==> src/hirq_params.svh <==
`ifndef HIRQ_PARAMS_SVH
`define HIRQ_PARAMS_SVH

// ==========================================================================
// Register map
`define HIRQ_CFG_OFFSET     8'h54
`define HIRQ_STS_OFFSET     8'h58
`define HIRQ_CFG_RESET      32'h00000000
`define HIRQ_STS_RESET      32'h00000000

// ==========================================================================
// Pin configuration fields
`define HIRQ_INTERVAL_MSB   31
`define HIRQ_INTERVAL_LSB   24
`define HIRQ_RESTART_BIT    14
`define HIRQ_ACTIVE_BIT     13
`define HIRQ_MASTER_BIT     12
`define HIRQ_ENABLE_BIT     8
`define HIRQ_POL_BIT        4
`define HIRQ_TYPE_BIT       0

// ==========================================================================
// Flag status fields
`define HIRQ_SW_BIT         31
`define HIRQ_TXH_BIT        25
`define HIRQ_RXH_BIT        24
`define HIRQ_DROP_BIT       23
`define HIRQ_PME_BIT        17
`define HIRQ_CFG_RSVD       32'h00FFCEEE
`define HIRQ_STS_RSVD       32'h7C7DFFFF
`define HIRQ_DROP_BEFORE    32'h7FFFFFFF
`define HIRQ_DROP_AFTER     32'h80000000

// ==========================================================================
// Timing
`define HIRQ_UNIT_NS        10000
`define HIRQ_CLK_NS         8
`define HIRQ_UNIT_CYCLES    ((`HIRQ_UNIT_NS + `HIRQ_CLK_NS - 1) / `HIRQ_CLK_NS)

`endif

==> src/hirq_pkg.sv <==
package hirq_pkg;

  typedef enum logic [0:0] {
    HIRQ_IDLE = 1'b0,
    HIRQ_HOLD = 1'b1
  } hirq_hold_e;

  typedef struct packed {
    logic [7:0]  interval;
    logic        enable;
    logic        polarity;
    logic        push_pull;
    hirq_hold_e  hold;
    logic [7:0]  count;
    logic        restart_tick;
    logic        sw_flag;
    logic        txh_flag;
    logic        rxh_flag;
    logic        drop_flag;
    logic        pme_flag;
    logic        arm_q;
    logic        tx_done_q;
    logic        rx_stop_q;
    logic [31:0] drop_q;
    logic        master;
    logic        asserted;
    logic        pin;
    logic        oe;
    logic [31:0] rdata;
    logic        rvalid;
  } hirq_state_s;

endpackage : hirq_pkg

==> src/hirq_tick.sv <==
`timescale 1ns/1ps
`include "hirq_params.svh"

module hirq_tick #(
  parameter int DIV = `HIRQ_UNIT_CYCLES
) (
  input  wire logic clock_in,
  input  wire logic rst_in,
  input  wire logic restart_in,
  output logic      tick_out
);

  localparam int W = $clog2(DIV);

  if (DIV < 2) begin : g_bad_div
    $error("hirq_tick: DIV must be at least 2");
  end

  typedef struct packed {
    logic [W-1:0] count;
    logic         tick;
  } hirq_tick_s;

  hirq_tick_s s;
  hirq_tick_s next_s;

  localparam logic [W-1:0] LAST = W'(DIV - 1);

  always_comb begin
    next_s = s;
    next_s.tick = 1'b0;
    // A restart realigns the time base so a fresh interval gets full units
    if (restart_in) begin
      next_s.count = '0;
    end else if (s.count == LAST) begin
      next_s.count = '0;
      next_s.tick = 1'b1;
    end else begin
      next_s.count = s.count + W'(1);
    end
  end

  always_ff @(posedge clock_in or posedge rst_in) begin
    if (rst_in) begin
      s <= '0;
    end else begin
      s <= next_s;
    end
  end

  assign tick_out = s.tick;
endmodule : hirq_tick

==> src/hirq_top.sv <==
`timescale 1ns/1ps
`include "hirq_params.svh"

module hirq_top
  import hirq_pkg::*;
#(
  parameter int TICK_DIV = `HIRQ_UNIT_CYCLES
) (
  input  wire logic        clock_in,
  input  wire logic        rst_in,
  input  wire logic [7:0]  reg_addr_in,
  input  wire logic        reg_wr_in,
  input  wire logic        reg_rd_in,
  input  wire logic [31:0] reg_wdata_in,
  output logic      [31:0] reg_rdata_out,
  output logic             reg_rvalid_out,
  input  wire logic [31:0] source_mask_in,
  input  wire logic        other_request_in,
  input  wire logic        tx_halt_request_in,
  input  wire logic        tx_stopped_in,
  input  wire logic        rx_stopped_in,
  input  wire logic [31:0] drop_count_in,
  input  wire logic        power_event_in,
  input  wire logic        power_event_output_in,
  output logic             irq_pin_out,
  output logic             irq_oe_out,
  output logic             irq_request_out
);

  if (TICK_DIV < 2) begin : g_bad_div
    $error("hirq_top: TICK_DIV must be at least 2");
  end

  // ========================================================================
  // State and decode
  hirq_state_s s;
  hirq_state_s next_s;

  logic tick;
  logic wr_cfg;
  logic wr_sts;
  logic clr_sw;
  logic clr_txh;
  logic clr_rxh;
  logic clr_drop;
  logic clr_pme;
  logic set_sw;
  logic set_txh;
  logic set_rxh;
  logic set_drop;
  logic tx_done;
  logic pme_req;
  logic gen_req;
  logic assert_now;
  logic hold_end;
  logic unit_tick;

  assign wr_cfg   = reg_wr_in && (reg_addr_in == `HIRQ_CFG_OFFSET);
  assign wr_sts   = reg_wr_in && (reg_addr_in == `HIRQ_STS_OFFSET);
  // Write one to clear; zeros written leave the flag alone
  assign clr_sw   = wr_sts && reg_wdata_in[`HIRQ_SW_BIT];
  assign clr_txh  = wr_sts && reg_wdata_in[`HIRQ_TXH_BIT];
  assign clr_rxh  = wr_sts && reg_wdata_in[`HIRQ_RXH_BIT];
  assign clr_drop = wr_sts && reg_wdata_in[`HIRQ_DROP_BIT];
  // The power pin level is deliberately not looked at here
  assign clr_pme  = wr_sts && reg_wdata_in[`HIRQ_PME_BIT];

  assign tx_done  = tx_halt_request_in && tx_stopped_in;
  assign set_sw   = source_mask_in[`HIRQ_SW_BIT] && !s.arm_q;
  assign set_txh  = tx_done && !s.tx_done_q;
  assign set_rxh  = rx_stopped_in && !s.rx_stop_q;
  assign set_drop = (s.drop_q == `HIRQ_DROP_BEFORE)
                 && (drop_count_in == `HIRQ_DROP_AFTER);

  // Masking happens only on the way to the request line
  assign gen_req = (s.sw_flag   && source_mask_in[`HIRQ_SW_BIT])
                || (s.txh_flag  && source_mask_in[`HIRQ_TXH_BIT])
                || (s.rxh_flag  && source_mask_in[`HIRQ_RXH_BIT])
                || (s.drop_flag && source_mask_in[`HIRQ_DROP_BIT])
                || other_request_in;
  assign pme_req = s.pme_flag && source_mask_in[`HIRQ_PME_BIT];

  // Power event requests skip the holdoff gate
  assign assert_now = s.enable
                   && (pme_req || (gen_req && (s.hold == HIRQ_IDLE)));

  // A tick already in flight when the time base restarts belongs to the old unit
  assign unit_tick = tick && !s.restart_tick;

  // Compare against the live field so a lowered value ends early
  assign hold_end = unit_tick
                 && (({1'b0, s.count} + 9'h001) >= {1'b0, s.interval});

  // ========================================================================
  // Time base
  hirq_tick #(
    .DIV        (TICK_DIV)
  ) u_tick (
    .clock_in   (clock_in),
    .rst_in     (rst_in),
    .restart_in (s.restart_tick),
    .tick_out   (tick)
  );

  // ========================================================================
  // Next state
  always_comb begin
    next_s = s;
    next_s.rvalid = 1'b0;
    next_s.restart_tick = 1'b0;

    // Reserved bits are never stored
    if (wr_cfg) begin
      next_s.interval  = reg_wdata_in[`HIRQ_INTERVAL_MSB:`HIRQ_INTERVAL_LSB];
      next_s.enable    = reg_wdata_in[`HIRQ_ENABLE_BIT];
      next_s.polarity  = reg_wdata_in[`HIRQ_POL_BIT];
      next_s.push_pull = reg_wdata_in[`HIRQ_TYPE_BIT];
    end

    // Set wins over a same-cycle clear; only the software flag uses a mask bit here, whose rising edge sets it
    next_s.sw_flag   = (s.sw_flag   && !clr_sw)   || set_sw;
    next_s.txh_flag  = (s.txh_flag  && !clr_txh)  || set_txh;
    next_s.rxh_flag  = (s.rxh_flag  && !clr_rxh)  || set_rxh;
    next_s.drop_flag = (s.drop_flag && !clr_drop) || set_drop;
    next_s.pme_flag  = (s.pme_flag  && !clr_pme)  || power_event_in;

    next_s.arm_q     = source_mask_in[`HIRQ_SW_BIT];
    next_s.tx_done_q = tx_done;
    next_s.rx_stop_q = rx_stopped_in;
    next_s.drop_q    = drop_count_in;

    next_s.master    = gen_req || pme_req;

    // Holdoff sequencing
    if (next_s.interval == 8'h00) begin
      next_s.hold  = HIRQ_IDLE;
      next_s.count = 8'h00;
    end else if (wr_cfg && reg_wdata_in[`HIRQ_RESTART_BIT]) begin
      next_s.hold  = HIRQ_HOLD;
      next_s.count = 8'h00;
      next_s.restart_tick = 1'b1;
    end else if (s.asserted && !assert_now) begin
      next_s.hold  = HIRQ_HOLD;
      next_s.count = 8'h00;
      next_s.restart_tick = 1'b1;
    end else if ((s.hold == HIRQ_HOLD) && hold_end) begin
      next_s.hold  = HIRQ_IDLE;
      next_s.count = 8'h00;
    end else if ((s.hold == HIRQ_HOLD) && unit_tick) begin
      next_s.count = s.count + 8'h01;
    end

    // Pin driver; open-drain only ever pulls low
    next_s.asserted = assert_now;
    if (next_s.push_pull) begin
      next_s.pin = next_s.polarity ? assert_now : !assert_now;
      next_s.oe  = 1'b1;
    end else begin
      next_s.pin = 1'b0;
      next_s.oe  = assert_now;
    end

    // Register reads answer one cycle later; unmapped reads return zero
    if (reg_rd_in) begin
      next_s.rvalid = 1'b1;
      next_s.rdata  = 32'h00000000;
      if (reg_addr_in == `HIRQ_CFG_OFFSET) begin
        next_s.rdata[`HIRQ_INTERVAL_MSB:`HIRQ_INTERVAL_LSB] = s.interval;
        next_s.rdata[`HIRQ_ACTIVE_BIT] = (s.hold == HIRQ_HOLD);
        next_s.rdata[`HIRQ_MASTER_BIT] = s.master;
        next_s.rdata[`HIRQ_ENABLE_BIT] = s.enable;
        next_s.rdata[`HIRQ_POL_BIT]    = s.polarity;
        next_s.rdata[`HIRQ_TYPE_BIT]   = s.push_pull;
      end else if (reg_addr_in == `HIRQ_STS_OFFSET) begin
        next_s.rdata[`HIRQ_SW_BIT]   = s.sw_flag;
        next_s.rdata[`HIRQ_TXH_BIT]  = s.txh_flag;
        next_s.rdata[`HIRQ_RXH_BIT]  = s.rxh_flag;
        next_s.rdata[`HIRQ_DROP_BIT] = s.drop_flag;
        next_s.rdata[`HIRQ_PME_BIT]  = s.pme_flag;
      end
    end
  end

  always_ff @(posedge clock_in or posedge rst_in) begin
    if (rst_in) begin
      s <= '0;
    end else begin
      s <= next_s;
    end
  end

  // ========================================================================
  // Outputs
  assign reg_rdata_out   = s.rdata;
  assign reg_rvalid_out  = s.rvalid;
  assign irq_pin_out     = s.pin;
  assign irq_oe_out      = s.oe;
  assign irq_request_out = s.master;

  // ========================================================================
  // Checks
  logic pin_idle;
  assign pin_idle = s.push_pull ? (s.pin == !s.polarity) : !s.oe;

  // The power pin only matters to the far side; keep it visibly consumed
  logic unused_pin;
  assign unused_pin = power_event_output_in;
endmodule : hirq_top

==> config.mk <==
export PLATFORM = sky130hd
export DESIGN_NAME = hirq_top
export DESIGN_NICKNAME = d
export VERILOG_FILES = /design/src/hirq_pkg.sv /design/src/hirq_tick.sv /design/src/hirq_top.sv
export VERILOG_INCLUDE_DIRS = /design/src
export SDC_FILE = /design/constraint.sdc
export NUM_CORES = 1
export LEC_CHECK = 0
export BUFFER_PORTS_ARGS = -buffer_cell sky130_fd_sc_hd__buf_2
export CORE_MARGIN = 2
export CORE_UTILIZATION = 30
export DETAILED_ROUTE_END_ITERATION = 8
export GPL_ROUTABILITY_DRIVEN = 0
export GPL_TIMING_DRIVEN = 0
export PLACE_DENSITY = 0.52
export SKIP_CTS_REPAIR_TIMING = 1
export SLEW_MARGIN = 20
export SYNTH_ARGS = -nofsm -noshare
export SYNTH_HDL_FRONTEND = slang
export SYNTH_SLANG_ARGS = --single-unit
export TNS_END_PERCENT = 30
==> constraint.sdc <==
create_clock -name clock_in -period 6.1 [get_ports clock_in]
set_input_delay 0 -clock clock_in [delete_from_list [all_inputs] [get_ports clock_in]]
set_output_delay 0 -clock clock_in [all_outputs]
set_load 0.02 [all_outputs]
==> results of run 1 <==
[cell families after synthesis]
kind of cell / Yosys count
and+or+nand+nor: 128
other: 1
adders and majority gates: 11
muxes: 13
xor gates and xnor gates: 22
AOI/OAI and AO/OA: 36
buffers and inverters: 68
DFF: 93
[path summary, 6_finish.rpt]
kind	to	slack, ns	cells after the start
hold reg to reg	u_tick.tick_out$_DFF_PP0_	0.51	1
hold / removal	s[77]$_DFF_PP0_	0.01	3
min in group asynchronous	s[59]$_DFF_PP0_	0.15	3
max in group asynchronous	reg_rdata_out[0]$_DFFE_PP0P_	5.35	4
setup / recovery	s[86]$_DFFE_PP0P_	3.54	8
setup reg to reg	s[86]$_DFFE_PP0P_	3.54	8
[worst reg2reg max path, delay by kind of cell, from the launching register on]
kind,cells,cell delay [ns]
adders and majority gates,2,0.49
and+or+nand+nor,2,0.53
DFF,1,0.42
xor gates and xnor gates,1,0.13
AOI/OAI and AO/OA,3,0.84
[state kept, by name, summed over array words and instances (netlist names)]
register,flops
s,62
irq_pin_out,1
irq_oe_out,1
reg_rvalid_out,1
reg_rdata_out,15
u_tick.s,11
irq_request_out,1
u_tick.tick_out,1
[routing by layer]
metal / track usage / part of all wire
met1: 0.1668 / 0.43
met2: 0.2001 / 0.50
met3: 0.03947 / 0.063
met4: 0.03924 / 0.0052
met5: 0 / 0
[layout make-up]
cell class	instances	area (um^2)
multi-input cells	227	1480
plain buffers	40	271.5
clock buffers	9	225.2
clock inverters	7	120.1
fillers	1311	7532
well taps	176	220.2
repair buffers	142	1008
inverters	28	110.1
flip-flops and latches	93	2327
[power groups by stage]
| stage | registers [mW] | logic [mW] | clock network (mW) |
|---|---|---|---|
| floorplan | 0.699 | 0.117 | 0 |
| global placement | 0.705 | 0.167 | 0 |
| detailed placement | 0.706 | 0.175 | 0 |
| CTS | 0.695 | 0.175 | 0.656 |
| global route | 0.702 | 0.225 | 0.685 |
| finish | 0.695 | 0.200 | 0.640 |
[cells in the final DEF, fill, tap and decap left out, types with 7 or more instances in the layout]
cell and count:
xor2_1 9, nor3_2 7, mux2_2 10, dfrtp_1 93
xnor2_1 13, nor2_1 29, nand3_1 19, nand2_1 24
conb_1 17, o21ai_0 15, dlygate4sd3_1 55, inv_1 27
clkbuf_16 9, buf_4 32, buf_2 87, ha_1 11
clkbuf_1 7, nor4_1 11, nand4_1 14
[metrics by stage]
| step | utilization | hold WS, ns | total power, mW | area, um^2 | cells |
|---|---|---|---|---|---|
| after detailed placement | 0.3658 | -0.03688 | 0.8810 | 4863 | 651 |
| after global placement | 0.3629 | 0.1236 | 0.8718 | 4825 | 650 |
| after global routing | 0.4335 | 0.02445 | 1.613 | 5763 | 722 |
| after CTS | 0.3918 | -0.4046 | 1.527 | 5209 | 667 |
| final | 0.4335 | 0.01280 | 1.535 | 5763 | 722 |
| after floorplan | - | 0.03143 | 0.8164 | 4174 | 388 |
==> metrics.yaml, run 1 <==
floorplanning:
  io_pins: 150
  initial_utilization: 0.3094
  coreArea_um2: 13300
  row_count: 42
  die_area_um2: 14670
  die_y_um: 121.1
  die_w_um: 121.1
synth:
  synth_top_area_share: 0.5657
  muxShareOfSynthArea: 0.03467
  yosysWarnings: 0
  synthCells: 372
  synth-simple-area-share: 0.1679
  synth-seq-cells: 93
  ys_seq_area_frac: 0.5657
  synth.area.top_cells: "dfrtp_1 57%, buf_4 5.8%, ha_1 3.3%"
  syn_avg_cell_area_um2: 11.06
  synth_edf_count: 0
  synthFlopType: "dfrtp_1"
  synth_area_leader_cell: "dfrtp_1"
  synth-compound-area-share: 0.05900
  synth_top_family_by_area: "simple AND/OR/NAND/NOR gates"
  async_flop_share: 1.000
  synthXorXnorAreaFrac: 0.04684
  synth_fa_ha_area_frac: 0.03345
  synth_most_common_cell: "dfrtp_1"
  synth_cell_type_count: 40
  syn_area_um2: 4114
  synth_common_cells: "93 x dfrtp_1, 32 x buf_4, 29 x nor2_1"
status:
  status: "completed"
route:
  drt_iter0_drc: 197
  drtAntennaViolNets: 0
  via_per_inst: 4.422
  firstDrtPassIters: 4
  vias: 3193
  drt-wirelength-per-cell_um: 13.09
  drcViolationCount: 0
  wirelength_um: 9452
critical_path:
  path_delay_family: "compound AO/OA/AOI/OAI gates"
  cpPeakStageDelay_ns: 0.55
  critical_path_arrival_ns: 2.75
  worstPathCellList: "ha_1, nand3_1, or2_2, xnor2_1, ha_1, o2111ai_1, a21oi_2, o22ai_1"
  crit_required_ns: 6.29
  slowest_stage: "a21oi_2"
  crit_type: "flip-flop to flip-flop"
  cpMostUsedCell: "ha_1"
  critPathLaunchType: "flip-flop"
  crit_path_end_kind: "flip-flop"
  startpoint: "s[78]$_DFFE_PP0P_"
  timing.rr.start: "s[78]$_DFFE_PP0P_"
  cp_num_buf_inv: 0
  crit_fanout: 9
sta:
  worst_slew_pin_slew_ns: 0.6917
  drv_slew: 0
  fin_ws_ns: 3.542
  rsz0062_at_grt: "false"
  setup_tns_ns: 0
  clock_skew_ns: 0.009103
  fmax_mhz: 390.9
  post-route-period-util: 0.4194
  finalSetupViolCount: 0
  slew_headroom: 0.5377
  finalHoldViolations: 0
  period_needed_ns: 2.558
power:
  ir_drop_uv: 158.9
  p_leak_nw: 2.729
  swShare: 0.2435
  p_clk_frac: 0.417
  p_int_mw: 1.161
  pwr-share-seq: 0.453
  p_per_area_nw_per_um2: 266.3
  power_frac_comb: 0.130
  switchingPower_mw: 0.3737
global_route:
  antenna_found_initial: 0
  grt.total_usage: 0.1268
  grt_pass1_vias: 2983
  gr-total-overflow: 0
  grt_pass1_wl_um: 14410
  grt_max_degree: 73
job:
  maxCapViolCount: 0
placement:
  portBuffers: 86
  place_hpwl_um: 6575
  dpl_worst_slack_ns: 3.156
hold_path:
  min_path_type: "input pin to flip-flop"
  hp-start: "reg_wr_in"
layout:
  syn2layout_area_growth_pct: 40.09
  final_nets: 666
  drive_gt1_frac: 0.2985
  antenna_cells: 0
cts:
  clock_sinks: 93
  cts_tree: "yes"
  cts_buffers: 9
  clk_pin_slew_worst_paths_ns: 0.07
  ctsLongestPathBuffers: 2
  cts-root-buf: "clkbuf_16"
  clk-insertion-delay-late_ns: 0.34
  cts_max_level: 3
(Power assumes the default switching activity.)
==> run 2: changes to the inputs <==
--- a/config.mk
+++ b/config.mk
@@ -12,7 +12,7 @@
 export DETAILED_ROUTE_END_ITERATION = 8
 export GPL_ROUTABILITY_DRIVEN = 0
 export GPL_TIMING_DRIVEN = 0
-export PLACE_DENSITY = 0.52
+export PLACE_DENSITY = 0.54
 export SKIP_CTS_REPAIR_TIMING = 1
 export SLEW_MARGIN = 20
 export SYNTH_ARGS = -nofsm -noshare
==> constraint.sdc (replaced) <==
create_clock -name clock_in -period 2.2 [get_ports clock_in]
set_input_delay 0 -clock clock_in [delete_from_list [all_inputs] [get_ports clock_in]]
set_output_delay 0 -clock clock_in [all_outputs]
set_load 0.02 [all_outputs]
==> metrics.yaml, run 2 (synthesis gave the netlist of run 1 again) <==
status:
  status: "completed"
global_route:
  grt_pass1_wl_um: 14090
  gr-total-overflow: 0
  grt_max_degree: 37
  antenna_found_initial: 0
  grt.total_usage: 0.1253
  grt_pass1_vias: 2931
cts:
  clk_pin_slew_worst_paths_ns: 0.06
  cts_tree: "yes"
  cts_buffers: 9
  clock_sinks: 93
  cts-root-buf: "clkbuf_16"
  clk-insertion-delay-late_ns: 0.34
  cts_max_level: 3
  ctsLongestPathBuffers: 2
sta:
  post-route-period-util: 0.9447
  drv_slew: 0
  worst_slew_pin_slew_ns: 0.6910
  finalSetupViolCount: 0
  slew_headroom: 0.5384
  fmax_mhz: 481.2
  clock_skew_ns: 0.006466
  period_needed_ns: 2.078
  finalHoldViolations: 0
  fin_ws_ns: 0.1217
  hold_ws_ns: 0.03250
route:
  drcViolationCount: 0
  vias: 3232
  drt-wirelength-per-cell_um: 13.11
  firstDrtPassIters: 4
  drt_iter0_drc: 125
  via_per_inst: 4.446
  drtAntennaViolNets: 0
  wirelength_um: 9534
critical_path:
  critical_path_arrival_ns: 2.30
  path_delay_family: "adder cells"
  cp_num_buf_inv: 1
  worstPathCellList: "ha_4, nand3_2, or2_4, xnor2_1, ha_1, o2111ai_2, a21oi_4, buf_12, o22ai_1"
  slowest_stage: "dfrtp_1"
  crit_required_ns: 2.42
  cpPeakStageDelay_ns: 0.42
  crit_type: "flip-flop to flip-flop"
  crit_path_end_kind: "flip-flop"
  crit_fanout: 9
  critPathLaunchType: "flip-flop"
layout:
  drive_gt1_frac: 0.3285
  regMostFlops: "s"
  mostFrequentLayoutCells: "91 x dfrtp_1, 87 x buf_2, 54 x dlygate4sd3_1"
  syn2layout_area_growth_pct: 42.82
  multi_input_area_um2: 1551
  antenna_cells: 0
  final_nets: 671
  largest_reg_flops: 62
  layout_commonest_cell: "dfrtp_1"
  n_fill_cell: 1257
  fin_util: 0.4419
  ff_latch_area_um2: 2330
power:
  p_per_area_nw_per_um2: 711.4
  p_clk_frac: 0.404
  power_frac_comb: 0.134
  p_leak_nw: 2.764
  switchingPower_mw: 1.037
  pwr-share-seq: 0.462
  ir_drop_uv: 436.8
  p_int_mw: 3.143
  swShare: 0.2481
floorplanning:
  die_area_um2: 14670
  row_count: 42
  initial_utilization: 0.3094
  coreArea_um2: 13300
  die_y_um: 121.1
  die_w_um: 121.1
  io_pins: 150
placement:
  place_hpwl_um: 6689
  dpl_worst_slack_ns: -0.2040
  portBuffers: 86
hold_path:
  min_path_type: "input pin to flip-flop"
job:
  maxCapViolCount: 0
[run 2: path summary, 6_finish.rpt]
kind | start | end | slack (ns) | cells past startpoint
max | s[79]$_DFFE_PP0P_ | s[86]$_DFFE_PP0P_ | 0.12 | 9
min reg2reg | s[77]$_DFF_PP0_ | u_tick.tick_out$_DFF_PP0_ | 0.50 | 1
max reg2reg | s[79]$_DFFE_PP0P_ | s[86]$_DFFE_PP0P_ | 0.12 | 9
min in group asynchronous | rst_in | s[60]$_DFF_PP0_ | 0.34 | 3
min | reg_wdata_in[14] | s[77]$_DFF_PP0_ | 0.03 | 3
max in group asynchronous | rst_in | s[80]$_DFFE_PP0P_ | 1.27 | 4
[run 2: layout make-up]
type | count | area share
clock buffers | 10 | 0.04067
repair buffers | 147 | 0.1806
multi-input cells | 227 | 0.2641
clock inverters | 6 | 0.01597
inverters | 28 | 0.01853
flip-flops and latches | 93 | 0.3965
plain buffers | 40 | 0.04621
well taps | 176 | 0.03748
[run 2: stage by stage]
| step | area [um^2] | instances | TNS [ns] | power [mW] |
|---|---|---|---|---|
| 2_1_floorplan | 4189 | 388 | 0 | 2.267 |
| 3_3_place_gp | 4840 | 650 | -2.531 | 2.420 |
| 3_5_place_dp | 4886 | 652 | -1.351 | 2.446 |
| 4_1_cts | 5219 | 668 | -1.442 | 4.151 |
| 5_1_grt | 5876 | 727 | -0.01854 | 4.373 |
| 6_report | 5876 | 727 | 0 | 4.180 |
[run 2: power by group through the flow]
stage | combinational, mW | sequential (mW) | clock [mW]
after floorplan | 0.328 | 1.94 | 0
after global placement | 0.466 | 1.95 | 0
after detailed placement | 0.487 | 1.96 | 0
after CTS | 0.487 | 1.93 | 1.74
after global routing | 0.626 | 1.94 | 1.80
final | 0.561 | 1.93 | 1.69
[run 2: metal layers]
layer | GRT usage | routed length [um] | vias up
met5 | 0 | 0 | -
li1 | - | - | 1574
met4 | 0.04578 | 151 | 0
met1 | 0.1561 | 4108 | 1531
met2 | 0.2040 | 4653 | 109
met3 | 0.03947 | 620 | 18
[run 2: worst register-to-register path: cells and delay by family, from the launching register on]
family | cells | cell delay (ns)
fa+ha+maj | 2 | 0.46
xor+xnor | 1 | 0.13
buf+inv | 1 | 0.15
simple gates | 2 | 0.40
flops | 1 | 0.42
compound gates | 3 | 0.40
